**src/core/cad_pkg.sv**
```systemverilog
// Package: constants and types of the core arithmetic datapath
package cad_pkg;

  // Register map (APB byte addresses)
  localparam logic [7:0] CAD_STATUS_OFS   = 8'h00;
  localparam logic [7:0] CAD_CONTROL_OFS  = 8'h04;
  localparam logic [7:0] CAD_PAGE_OFS     = 8'h08;
  localparam logic [7:0] CAD_INTCTL_OFS   = 8'h0c;

  // Status register fields
  localparam int CAD_C_BIT   = 0;
  localparam int CAD_Z_BIT   = 1;
  localparam int CAD_OV_BIT  = 2;
  localparam int CAD_N_BIT   = 3;
  localparam int CAD_RA_BIT  = 4;
  localparam int CAD_PL_LSB  = 5;
  localparam int CAD_DC_BIT  = 8;
  // Control register fields
  localparam int CAD_PA7_BIT = 3;
  localparam int CAD_PWE_BIT = 2;
  // Interrupt control one field
  localparam int CAD_NSD_BIT = 15;

  localparam logic [15:0] CAD_STATUS_RST  = 16'h0000;
  localparam logic [15:0] CAD_CONTROL_RST = 16'h0000;
  localparam logic [7:0]  CAD_PAGE_RST    = 8'h00;

  // Divide timing: one cycle per divisor bit plus setup and fixup cycles
  localparam logic [4:0] CAD_DIV_CYCLES = 5'd19;

  // Operation codes from the instruction decoder
  typedef enum logic [3:0] {
    CAD_OP_ADD  = 4'h0,
    CAD_OP_ADC  = 4'h1,
    CAD_OP_SUB  = 4'h2,
    CAD_OP_SBB  = 4'h3,
    CAD_OP_AND  = 4'h4,
    CAD_OP_OR   = 4'h5,
    CAD_OP_XOR  = 4'h6,
    CAD_OP_ASR  = 4'h7,
    CAD_OP_SHL  = 4'h8,
    CAD_OP_LSR  = 4'h9,
    CAD_OP_MUL  = 4'ha,
    CAD_OP_DIV  = 4'hb,
    CAD_OP_NOP  = 4'hf
  } cad_op_t;

  // Multiply forms
  typedef enum logic [2:0] {
    CAD_MUL_SS  = 3'd0,
    CAD_MUL_UU  = 3'd1,
    CAD_MUL_SL  = 3'd2,
    CAD_MUL_UL  = 3'd3,
    CAD_MUL_US  = 3'd4,
    CAD_MUL_U8  = 3'd5
  } cad_mul_t;

  typedef enum logic [1:0] {
    CAD_ST_IDLE = 2'b01,
    CAD_ST_DIV  = 2'b10
  } cad_state_t;

  typedef struct packed {
    cad_state_t  st;
    logic [15:0] status;
    logic [15:0] control;
    logic [7:0]  page;
    logic        nest_dis;
    logic [31:0] result;
    logic        res_valid;
    logic [16:0] rem;
    logic [15:0] quo;
    logic [15:0] divisor;
    logic        div_signed;
    logic        num_neg;
    logic        den_neg;
    logic [4:0]  cnt;
    logic        div_done;
    logic [31:0] prdata;
    logic        pready;
    logic        pslverr;
  } cad_state_s_t;

endpackage : cad_pkg

```
**src/core/cad_datapath.sv**
```systemverilog
// Core arithmetic datapath: ALU, flags, multiplier, divider, shifter, control registers
`timescale 1ns/1ns
`default_nettype none

module cad_datapath
  import cad_pkg::*;
(
  // Clock and reset
  input  wire logic             pclk,
  input  wire logic             presetn,
  // APB slave
  input  wire logic             psel,
  input  wire logic             penable,
  input  wire logic             pwrite,
  input  wire logic [7:0]       paddr,
  input  wire logic [31:0]      pwdata,
  input  wire logic [3:0]       pstrb,
  output logic      [31:0]      prdata,
  output logic                  pready,
  output logic                  pslverr,
  // Execution request from the decoder
  input  wire logic             op_valid,
  input  wire cad_pkg::cad_op_t op_code,
  input  wire logic             op_byte,
  input  wire logic [15:0]      op_a,
  input  wire logic [15:0]      op_b,
  input  wire logic [15:0]      op_hi,
  input  wire logic             op_wide,
  input  wire logic             op_signed,
  input  wire cad_pkg::cad_mul_t mul_form,
  input  wire logic             op_abort,
  input  wire logic             loop_active,
  input  wire logic [15:0]      data_addr,
  // Results
  output logic      [31:0]      result,
  output logic                  result_valid,
  output logic      [15:0]      quotient_reg,
  output logic      [15:0]      remainder_reg,
  output logic                  div_done,
  output logic                  div_busy,
  output logic      [15:0]      alu_status_reg,
  output logic      [15:0]      cpu_control_reg,
  output logic                  user_int_disable,
  output logic                  program_window_hit,
  output logic      [22:0]      program_window_addr
);

  ////////////////////////////////////////////////////////////////////////////////
  cad_state_s_t q, d;

  logic        wr_acc;
  logic        rd_acc;
  logic [16:0] sum17;
  logic [15:0] res16;
  logic        cin;
  logic        sub;
  logic        msb;
  logic        c_out;
  logic        dc_out;
  logic        ov_out;
  logic        is_zero;
  logic [15:0] b_eff;
  logic [4:0]  nib;
  logic [8:0]  low9;
  logic [3:0]  sh_amt;
  logic [16:0] ma;
  logic [16:0] mb;
  logic [33:0] mprod;
  logic [31:0] dividend;
  logic [31:0] num_mag;
  logic [15:0] den_mag;
  logic [16:0] trial;
  logic [15:0] mq;
  logic [16:0] mr;
  logic        flags_upd;

  assign wr_acc = psel && penable && pwrite;
  assign rd_acc = psel && penable && !pwrite;

  ////////////////////////////////////////////////////////////////////////////////
  // Adder, shared by add and subtract forms
  always_comb begin
    sub   = (op_code == CAD_OP_SUB) || (op_code == CAD_OP_SBB);
    b_eff = sub ? ~op_b : op_b;
    unique case (op_code)
      CAD_OP_ADD: cin = 1'b0;
      CAD_OP_SUB: cin = 1'b1;
      CAD_OP_ADC,
      CAD_OP_SBB: cin = q.status[CAD_C_BIT];
      default:    cin = 1'b0;
    endcase
    if (op_byte) begin
      sum17 = {8'h00, {1'b0, op_a[7:0]} + {1'b0, b_eff[7:0]} + {8'h00, cin}};
    end else begin
      sum17 = {1'b0, op_a} + {1'b0, b_eff} + {16'h0000, cin};
    end
    nib  = {1'b0, op_a[3:0]} + {1'b0, b_eff[3:0]} + {4'h0, cin};
    low9 = {1'b0, op_a[7:0]} + {1'b0, b_eff[7:0]} + {8'h00, cin};
  end

  // Shifter: amount masked to 0..15 for word, 0..7 for byte
  assign sh_amt = op_byte ? {1'b0, op_b[2:0]} : op_b[3:0];

  always_comb begin
    res16  = 16'h0000;
    c_out  = q.status[CAD_C_BIT];
    dc_out = q.status[CAD_DC_BIT];
    ov_out = q.status[CAD_OV_BIT];
    flags_upd = 1'b0;
    unique case (op_code)
      CAD_OP_ADD, CAD_OP_ADC, CAD_OP_SUB, CAD_OP_SBB: begin
        // Byte carry sits in bit 8 of the sum; keep it out of the result
        res16  = op_byte ? {8'h00, sum17[7:0]} : sum17[15:0];
        flags_upd = 1'b1;
        c_out  = op_byte ? sum17[8] : sum17[16];
        dc_out = op_byte ? nib[4] : low9[8];
        if (op_byte) begin
          ov_out = (op_a[7] == b_eff[7]) && (sum17[7] != op_a[7]);
        end else begin
          ov_out = (op_a[15] == b_eff[15]) && (sum17[15] != op_a[15]);
        end
      end
      CAD_OP_AND: begin res16 = op_a & op_b; flags_upd = 1'b1; end
      CAD_OP_OR:  begin res16 = op_a | op_b; flags_upd = 1'b1; end
      CAD_OP_XOR: begin res16 = op_a ^ op_b; flags_upd = 1'b1; end
      CAD_OP_ASR: begin
        flags_upd = 1'b1;
        if (op_byte) begin
          res16 = {8'h00, 8'($signed(op_a[7:0]) >>> sh_amt)};
        end else begin
          res16 = 16'($signed(op_a) >>> sh_amt);
        end
      end
      CAD_OP_SHL: begin
        flags_upd = 1'b1;
        res16 = op_byte ? {8'h00, 8'(op_a[7:0] << sh_amt)} : 16'(op_a << sh_amt);
      end
      CAD_OP_LSR: begin
        flags_upd = 1'b1;
        res16 = op_byte ? {8'h00, 8'(op_a[7:0] >> sh_amt)} : 16'(op_a >> sh_amt);
      end
      default: res16 = 16'h0000;
    endcase
    msb     = op_byte ? res16[7] : res16[15];
    is_zero = op_byte ? (res16[7:0] == 8'h00) : (res16 == 16'h0000);
  end

  ////////////////////////////////////////////////////////////////////////////////
  // Multiplier: 17x17 with per-operand sign extension chosen by form
  always_comb begin
    unique case (mul_form)
      CAD_MUL_SS: begin ma = {op_a[15], op_a}; mb = {op_b[15], op_b}; end
      CAD_MUL_UU: begin ma = {1'b0, op_a};     mb = {1'b0, op_b};     end
      CAD_MUL_SL: begin ma = {op_a[15], op_a}; mb = {12'h000, op_b[4:0]}; end
      CAD_MUL_UL: begin ma = {1'b0, op_a};     mb = {12'h000, op_b[4:0]}; end
      CAD_MUL_US: begin ma = {1'b0, op_a};     mb = {op_b[15], op_b}; end
      CAD_MUL_U8: begin ma = {9'h000, op_a[7:0]}; mb = {9'h000, op_b[7:0]}; end
      default:    begin ma = {1'b0, op_a};     mb = {1'b0, op_b};     end
    endcase
    mprod = 34'($signed(ma) * $signed(mb));
  end

  ////////////////////////////////////////////////////////////////////////////////
  // Divider operands: odd register of the pair is the upper half
  always_comb begin
    dividend = op_wide ? {op_hi, op_a} : (op_signed ? {{16{op_a[15]}}, op_a} : {16'h0000, op_a});
    num_mag  = (op_signed && dividend[31]) ? 32'(-dividend) : dividend;
    den_mag  = (op_signed && op_b[15]) ? 16'(-op_b) : op_b;
    // One non-restoring step: add or subtract divisor by remainder sign
    trial = q.rem[16] ? 17'({q.rem[15:0], q.quo[15]} + {1'b0, q.divisor})
                      : 17'({q.rem[15:0], q.quo[15]} - {1'b0, q.divisor});
    // Final remainder fixup after the last step
    mr = q.rem[16] ? 17'(q.rem + {1'b0, q.divisor}) : q.rem;
    mq = q.quo;
  end

  ////////////////////////////////////////////////////////////////////////////////
  always_comb begin
    d = q;
    d.res_valid = 1'b0;
    d.div_done  = 1'b0;
    d.pready    = 1'b0;
    d.pslverr   = 1'b0;
    d.status[CAD_RA_BIT] = loop_active;

    unique case (q.st)
      CAD_ST_IDLE: begin
        if (op_valid && op_code == CAD_OP_MUL) begin
          d.result    = mprod[31:0];
          d.res_valid = 1'b1;
        end else if (op_valid && op_code == CAD_OP_DIV) begin
          d.st         = CAD_ST_DIV;
          d.rem        = 17'h00000;
          d.quo        = num_mag[15:0];
          d.divisor    = den_mag;
          d.div_signed = op_signed;
          d.num_neg    = op_signed && dividend[31];
          d.den_neg    = op_signed && op_b[15];
          d.cnt        = 5'd1;
          if (op_wide) begin
            d.rem = {1'b0, num_mag[31:16]};
          end
        end else if (op_valid && op_code != CAD_OP_NOP) begin
          d.result    = {16'h0000, res16};
          d.res_valid = 1'b1;
          if (flags_upd) begin
            d.status[CAD_N_BIT]  = msb;
            d.status[CAD_C_BIT]  = c_out;
            d.status[CAD_DC_BIT] = dc_out;
            d.status[CAD_OV_BIT] = ov_out;
            if (!is_zero) begin
              d.status[CAD_Z_BIT] = 1'b0;
            end
          end
        end
      end
      CAD_ST_DIV: begin
        d.cnt = 5'(q.cnt + 5'd1);
        if (op_abort) begin
          d.st = CAD_ST_IDLE;
        end else if (q.cnt <= 5'd16) begin
          d.rem = trial;
          d.quo = {q.quo[14:0], ~trial[16]};
        end else if (q.cnt == 5'd17) begin
          d.rem = mr;
        end else if (q.cnt == 5'd18) begin
          d.quo = (q.num_neg ^ q.den_neg) ? 16'(-mq) : mq;
          d.rem = q.num_neg ? 17'(-q.rem) : q.rem;
        end
        if (!op_abort && q.cnt == CAD_DIV_CYCLES - 5'd1) begin
          d.st       = CAD_ST_IDLE;
          d.div_done = 1'b1;
        end
      end
      default: d.st = CAD_ST_IDLE;
    endcase

    // APB register writes and reads
    if (wr_acc && !q.pready) begin
      d.pready = 1'b1;
      unique case (paddr)
        CAD_STATUS_OFS: begin
          if (pstrb[1]) d.status[CAD_DC_BIT] = pwdata[CAD_DC_BIT];
          if (pstrb[0]) begin
            d.status[CAD_N_BIT]  = pwdata[CAD_N_BIT];
            d.status[CAD_OV_BIT] = pwdata[CAD_OV_BIT];
            d.status[CAD_C_BIT]  = pwdata[CAD_C_BIT];
            d.status[CAD_Z_BIT]  = pwdata[CAD_Z_BIT];
            if (!q.nest_dis) begin
              d.status[CAD_PL_LSB +: 3] = pwdata[CAD_PL_LSB +: 3];
            end
          end
        end
        CAD_CONTROL_OFS: if (pstrb[0]) begin
          d.control[CAD_PWE_BIT] = pwdata[CAD_PWE_BIT];
          if (!pwdata[CAD_PA7_BIT]) d.control[CAD_PA7_BIT] = 1'b0;
        end
        CAD_PAGE_OFS:   if (pstrb[0]) d.page = pwdata[7:0];
        CAD_INTCTL_OFS: if (pstrb[1]) d.nest_dis = pwdata[CAD_NSD_BIT];
        default: d.pslverr = 1'b1;
      endcase
    end else if (rd_acc && !q.pready) begin
      d.pready = 1'b1;
      unique case (paddr)
        CAD_STATUS_OFS:  d.prdata = {16'h0000, q.status};
        CAD_CONTROL_OFS: d.prdata = {16'h0000, q.control};
        CAD_PAGE_OFS:    d.prdata = {24'h000000, q.page};
        CAD_INTCTL_OFS:  d.prdata = {16'h0000, q.nest_dis, 15'h0000};
        default: begin
          d.prdata  = 32'h00000000;
          d.pslverr = 1'b1;
        end
      endcase
    end
  end

  always_ff @(posedge pclk or negedge presetn) begin
    if (!presetn) begin
      q         <= '0;
      q.st      <= CAD_ST_IDLE;
      q.status  <= CAD_STATUS_RST;
      q.control <= CAD_CONTROL_RST;
      q.page    <= CAD_PAGE_RST;
    end else begin
      q <= d;
    end
  end

  ////////////////////////////////////////////////////////////////////////////////
  // Outputs, all registered
  logic        pwin_hit_q;
  logic [22:0] pwin_addr_q;
  logic        uid_q;

  always_ff @(posedge pclk or negedge presetn) begin
    if (!presetn) begin
      pwin_hit_q  <= 1'b0;
      pwin_addr_q <= 23'h000000;
      uid_q       <= 1'b0;
    end else begin
      pwin_hit_q  <= q.control[CAD_PWE_BIT] && data_addr[15];
      pwin_addr_q <= {q.page, data_addr[14:0]};
      uid_q       <= q.control[CAD_PA7_BIT] || (q.status[7:5] == 3'b111);
    end
  end

  assign prdata              = q.prdata;
  assign pready              = q.pready;
  assign pslverr             = q.pslverr;
  assign result              = q.result;
  assign result_valid        = q.res_valid;
  assign quotient_reg        = q.quo;
  assign remainder_reg       = q.rem[15:0];
  assign div_done            = q.div_done;
  assign div_busy            = q.st[1];
  assign alu_status_reg      = q.status;
  assign cpu_control_reg     = q.control;
  assign user_int_disable    = uid_q;
  assign program_window_hit  = pwin_hit_q;
  assign program_window_addr = pwin_addr_q;

endmodule : cad_datapath

`default_nettype wire

```
**config.mk**
```make
export PLATFORM = sky130hd
export DESIGN_NAME = cad_datapath
export DESIGN_NICKNAME = d
export VERILOG_FILES = /design/src/core/cad_pkg.sv /design/src/core/cad_datapath.sv
export SDC_FILE = /design/constraint.sdc
export NUM_CORES = 2
export LEC_CHECK = 0
export BUFFER_PORTS_ARGS = -buffer_cell sky130_fd_sc_hd__buf_4
export CORE_ASPECT_RATIO = 1.25
export CORE_MARGIN = 8
export CORE_UTILIZATION = 45
export DETAILED_ROUTE_END_ITERATION = 6
export PLACE_DENSITY = 0.63
export SYNTH_ARGS = -nofsm -noshare
export SYNTH_HDL_FRONTEND = slang
export SYNTH_SLANG_ARGS = --single-unit
```
**constraint.sdc**
```tcl
create_clock -name pclk -period 3.97 [get_ports pclk]
set_input_delay 0.794 -clock pclk [delete_from_list [all_inputs] [get_ports pclk]]
set_output_delay 0.794 -clock pclk [all_outputs]
set_load 0.01 [all_outputs]
```
## After elaboration in Yosys (flattened, before gate mapping)

Cells that the tools add are included.

| storage, ports and cells | value |
|---|---|
| word-level logic and storage cells | 209 |
| memory bits (writable) | 0 |
| latch bits | 0 |
| flip-flop bits (word level) | 155 |
| memories kept | 0 |
| bits in read-only memories | 0 |

| cells by class | value |
|---|---|
| order comparisons | 1 |
| add/subtract/negate cells | 14 |
| equal/unequal tests | 39 |
| multiplexer cells | 72 |
| bitwise operators | 9 |
| reduce and logical (&&, ||, !) cells | 44 |
| shifts and indexed selects | 6 |
| div/mod/pow operators | 0 |
| $mul | 1 |

Operators with widths:

| kind | number |
|---|---|
| $mux 33 | 6 |
| $mux 16 | 9 |
| $mux 57 | 2 |
| $pmux 16 s7 | 1 |
| $mux 32 | 3 |
| $mux 17 | 5 |
| $pmux 33 s2 | 1 |
| $pmux 16 s4 | 1 |
| $pmux 17 s3 | 1 |
| $mux 4 | 11 |
| $add 17x16->17 | 2 |
| $pmux 17 s2 | 1 |
| $mul 17x17->32 | 1 |
| $neg 16->16 | 2 |
| $neg 32->32 | 1 |
| $reduce_and 3->1 | 7 |
| $mux 1 | 20 |
| $add 16x16->17 | 1 |
| $add 17x1->17 | 1 |
| $neg 17->17 | 1 |
| $sub 17x16->17 | 1 |
| $and 16x16->16 | 1 |
| $eq 4x3->1 const B | 4 |
| $eq 4x4->1 const B | 4 |
| other kinds (51) | 99 |

## Logic depth before layout (Yosys ltp)

| logic depth | value |
|---|---|
| depth after elaboration | 19 |
| mapped depth | 28 |
| depth with buffers taken out | 25 |

## Least setup slack after synthesis

Ideal clock, no wire load.

| timing path | value |
|---|---|
| path type | input port to flip-flop |
| from | in op_b[2] |
| to | reg q (netlist bit result[28]) |
| setup time | 121 ps |
| buffers on the path | 4 |
| stages on the path | 24 |
| path slack | -3439 ps |
| data required time | 3849 ps |
| arrival time | 7288 ps |
| cells stage by stage | buf_1 -> clkbuf_1 -> buf_1 -> clkbuf_1 -> nand2_1 -> fa_1 -> fa_1 -> fa_1 -> fa_1 -> inv_1 -> fa_1 -> inv_1 -> fa_1 -> inv_1 -> ha_1 -> a21o_1 -> a21oi_1 -> inv_1 -> o31ai_1 -> a21oi_1 -> or4b_1 -> a31oi_1 -> xnor2_1 -> a22o_1 |

| on the way | value |
|---|---|
| longest elaborated chain between the ends | 3 |

RTL lines:

| what | RTL line | text |
|---|---|---|
| from (decl) | cad_datapath.sv:26 | `input wire logic [15:0] op_b,` |
| $pmux 17 s3 | cad_datapath.sv:151 | `unique case (mul_form)` |
| $mul 17x17->32 | cad_datapath.sv:160 | `mprod = 34'($signed(ma) * $signed(mb));` |
| $mux 33 | cad_datapath.sv:188 | `if (op_valid && op_code == CAD_OP_MUL) begin` |
| to (decl) | cad_datapath.sv:49 | `cad_state_s_t q, d;` |

Every way passes these cells.
A chain may end at the register's enable or synchronous reset.

## Worst setup path in the final report

| timing path | value |
|---|---|
| from | in mul_form[1] |
| to | reg q (netlist bit result[30]) |

| on the way | value |
|---|---|
| longest elaborated chain between the ends | 5 |
| elaborated cells between the ends (all ways) | 12 |

RTL lines:

| what | RTL line | text |
|---|---|---|
| from (decl) | cad_datapath.sv:30 | `input wire cad_pkg::cad_mul_t mul_form,` |
| $eq 3x3->1, or another cell as far along | cad_datapath.sv:151 |  |
| $reduce_or 2->1 (no source line) | n/a |  |
| $pmux 17 s3 / $pmux 17 s2 (equally long branches) | cad_datapath.sv:151 |  |
| $mul 17x17->32 * | cad_datapath.sv:160 |  |
| $mux 33 * | cad_datapath.sv:188 |  |

Mark *: on every way between the ends. The rest lies on a longest branch, timed or not.

==> impl_metrics.csv <==
group,metric,value,unit
detailed_routing,first_pass_iters,6,
sta,layout_min_cycle_time,6.53,ns
placement,dp_hpwl,76.0,mm
synth,syn-instance-count,3014,
sta,max_freq,153,MHz
setup_path,r2r_slack,0.15,ns
final_layout,fin_util,0.576,
global_route,grt_overflow,0,
setup_path,required,4.35,ns
synth,syn-cell-area,25000,um^2
final_layout,final_cells,4169,
sta,fin_skew,0.0203,ns
global_route,grt_max_degree,68,
final_layout,final_common_cell,"buf_4",
sta,holdWs,0.247,ns
placement,dpl_cell_area,29600,um^2
final_layout,layout.cells.most_common_list,"556 x buf_4, 306 x inv_1, 279 x nand2_1",
global_route,grt_pass1_wl,146,mm
synth,synth-edff-count,0,
setup_path,critPathCaptureType,"flop",
detailed_routing,drc,0,
sta,period_share,1.65,
cts,cts.sinks,148,
final_layout,area_delta_synth_final,26.6,%
cts,cts_made_buffers,17,
sta,setup-violations-final,25,
setup_path,start_kind,"input pin",
sta,tightest_slew,1.30,ns
sta,slew_violations,0,
detailed_routing,drt_wl_total,94.0,mm
cts,cts_htree_levels,4,
sta,hold_viol,0,
cts,cts-root-buf,"clkbuf_16",
placement,dp.cells,4090,
detailed_routing,avgViaCountPerCell,5.70,
synth,ys_seq_area_frac,0.148,
synth,synthDistinctLibCells,86,
floorplan,die_h,280,um
global_route,grt_pass1_vias,24856,
floorplan,ios,284,
sta,slew_headroom,0.137,
synth,yosysWarnings,0,
status,outcome,"finished with violations",
status,violations,"negative setup slack",
cts,clockBufferDepth,2,
synth,synth-seq-cells,148,
setup_path,critPathMaxFanout,8,
floorplan,initial_core_util,0.455,
detailed_routing,drtIter0Drc,1930,
detailed_routing,final_antenna_net_count,0,
final_layout,final_area,31700,um^2
setup_path,critPathKind,"in -> reg",
floorplan,dieArea,63500,um^2
floorplan,coreArea,55000,um^2
cts,clk_pin_slew,0.08,ns
synth,ys.flop_type,"dfrtp_1",
sta,fin_ws,-2.56,ns
pwr,p_leak,15.2,nW
synth,postSynth.asyncResetShare,1.00,
placement,gp_congestion,0.959,
cts,cts_tree,"yes",
detailed_routing,wl_per_cell,22.5,um
final_layout,regMostFlops,"q",
detailed_routing,routed-via-count,23751,
pwr,p_per_area,788,nW/um^2
final_layout,nets,4004,
final_layout,drive_gt1_frac,0.278,
final_layout,largest_reg_flops,34,
cts,insertion_delay,0.50,ns
synth,syn-mean-instance-area,8.31,um^2
placement,pre_cts_ws,-3.35,ns
pwr,irDropWorstVdd,2.10,mV
placement,numPortBuffers,215,
sta,rsz0062_at_grt,"yes",
worst_hold_path,holdCritPathClass,"in -> async",
run,drv_cap,0,
setup_path,cp.arrival,6.91,ns
global_route,antenna_found_initial,2,
global_route,track_usage,0.297,
floorplan,die_x,227,um
floorplan,rows,96,
-- logic make-up after synthesis --
family | Yosys count | share of synthesized area
XOR/XNOR | 155 | 0.0542
AO/OA/AOI/OAI | 601 | 0.159
flip-flops | 148 | 0.148
multiplexers | 89 | 0.0401
buffers and inverters | 645 | 0.117
other | 1 | 0.000150
adder cells (fa/ha/maj) | 459 | 0.315
AND/OR/NAND/NOR | 916 | 0.167
-- synth_stat cells (58+ instances only) --
library cell,count,share of area
inv_1,345,0.052
nand2_1,309,0.046
fa_1,286,0.23
nor2_1,271,0.041
ha_1,173,0.086
dfrtp_1,147,0.15
o21ai_0,143,0.029
clkbuf_1,131,0.020
buf_4,128,0.038
a21oi_1,119,0.024
xnor2_1,102,0.036
nand3_1,74,0.015
and2_1,58,0.014
-- power breakdown --
group	internal, W	leakage [nW]	total [W]	switching (W)
clock	0.000848	0.289	0.00170	0.000856
combinational	0.0103	13.0	0.0209	0.0106
sequential	0.00190	1.91	0.00239	0.000487
-- layout make-up --
class,instances,area (um^2)
tap,735,920
fill,4996,23300
clock buffer,17,425
timing repair inverter,1,6.26
sequential,148,3700
timing repair buffer,631,5250
inverter,354,1360
multi-input combinational,2266,19800
antenna,2,5.00
clock inverter,15,184
-- per-stage QoR --
step	power (W)	setup TNS, ns
after floorplan	0.0135	-49.40
after global placement	0.0195	-70.21
after detailed placement	0.0198	-72.24
after CTS	0.0239	-47.82
after global routing	0.0269	-53.65
final	0.0250	-49.77
-- routing by layer --
layer | vias to the layer above | GRT usage | wire length [um]
li1 | 10780 | - | -
met1 | 11864 | 0.366 | 37000
met2 | 878 | 0.513 | 46800
met3 | 223 | 0.0419 | 5980
met4 | 6 | 0.126 | 4210
met5 | - | 0 | 37
-- critical path, stage by stage --
cell and delay [ns]:
buf_8 0.10, nand3b_1 0.15, buf_6 0.15, buf_12 0.15, buf_8 0.13, nand2_1 0.08
nor2_1 0.07, fa_1 0.54, inv_1 0.05, fa_1 0.49, fa_1 0.53, inv_1 0.05
fa_1 0.44, fa_1 0.50, inv_1 0.05, fa_1 0.47, inv_1 0.05, ha_1 0.29
o211ai_1 0.34, a21boi_2 0.11, and3_4 0.18, o31ai_4 0.08, a21oi_2 0.12, buf_4 0.16
or3_4 0.34, a31oi_4 0.17, xnor2_2 0.10, a22o_1 0.20
-- repair_timing --
| action | CTS | global route |
|---|---|---|
| buffers inserted | 26 | 19 |
| cloned | 5 | 1 |
| hold buffers | 0 | 0 |
| endpoints found under the setup margin | 30 | 33 |
| pin swaps | 78 | 71 |
| gates resized for setup | 180 | 99 |
-- final timing paths --
kind / to / from / depth (start not counted)
hold reg to reg: program_window_addr[15] / q[126] / 0
hold / removal: remainder_reg[15] / presetn / 1
min in group pclk: program_window_addr[15] / q[126] / 0
setup / recovery: result[30] / mul_form[1] / 28
setup reg to reg: remainder_reg[12] / q[91] / 11
max in group asynchronous: result[19] / presetn / 2
No activity file was read; power rests on OpenSTA's default activity.
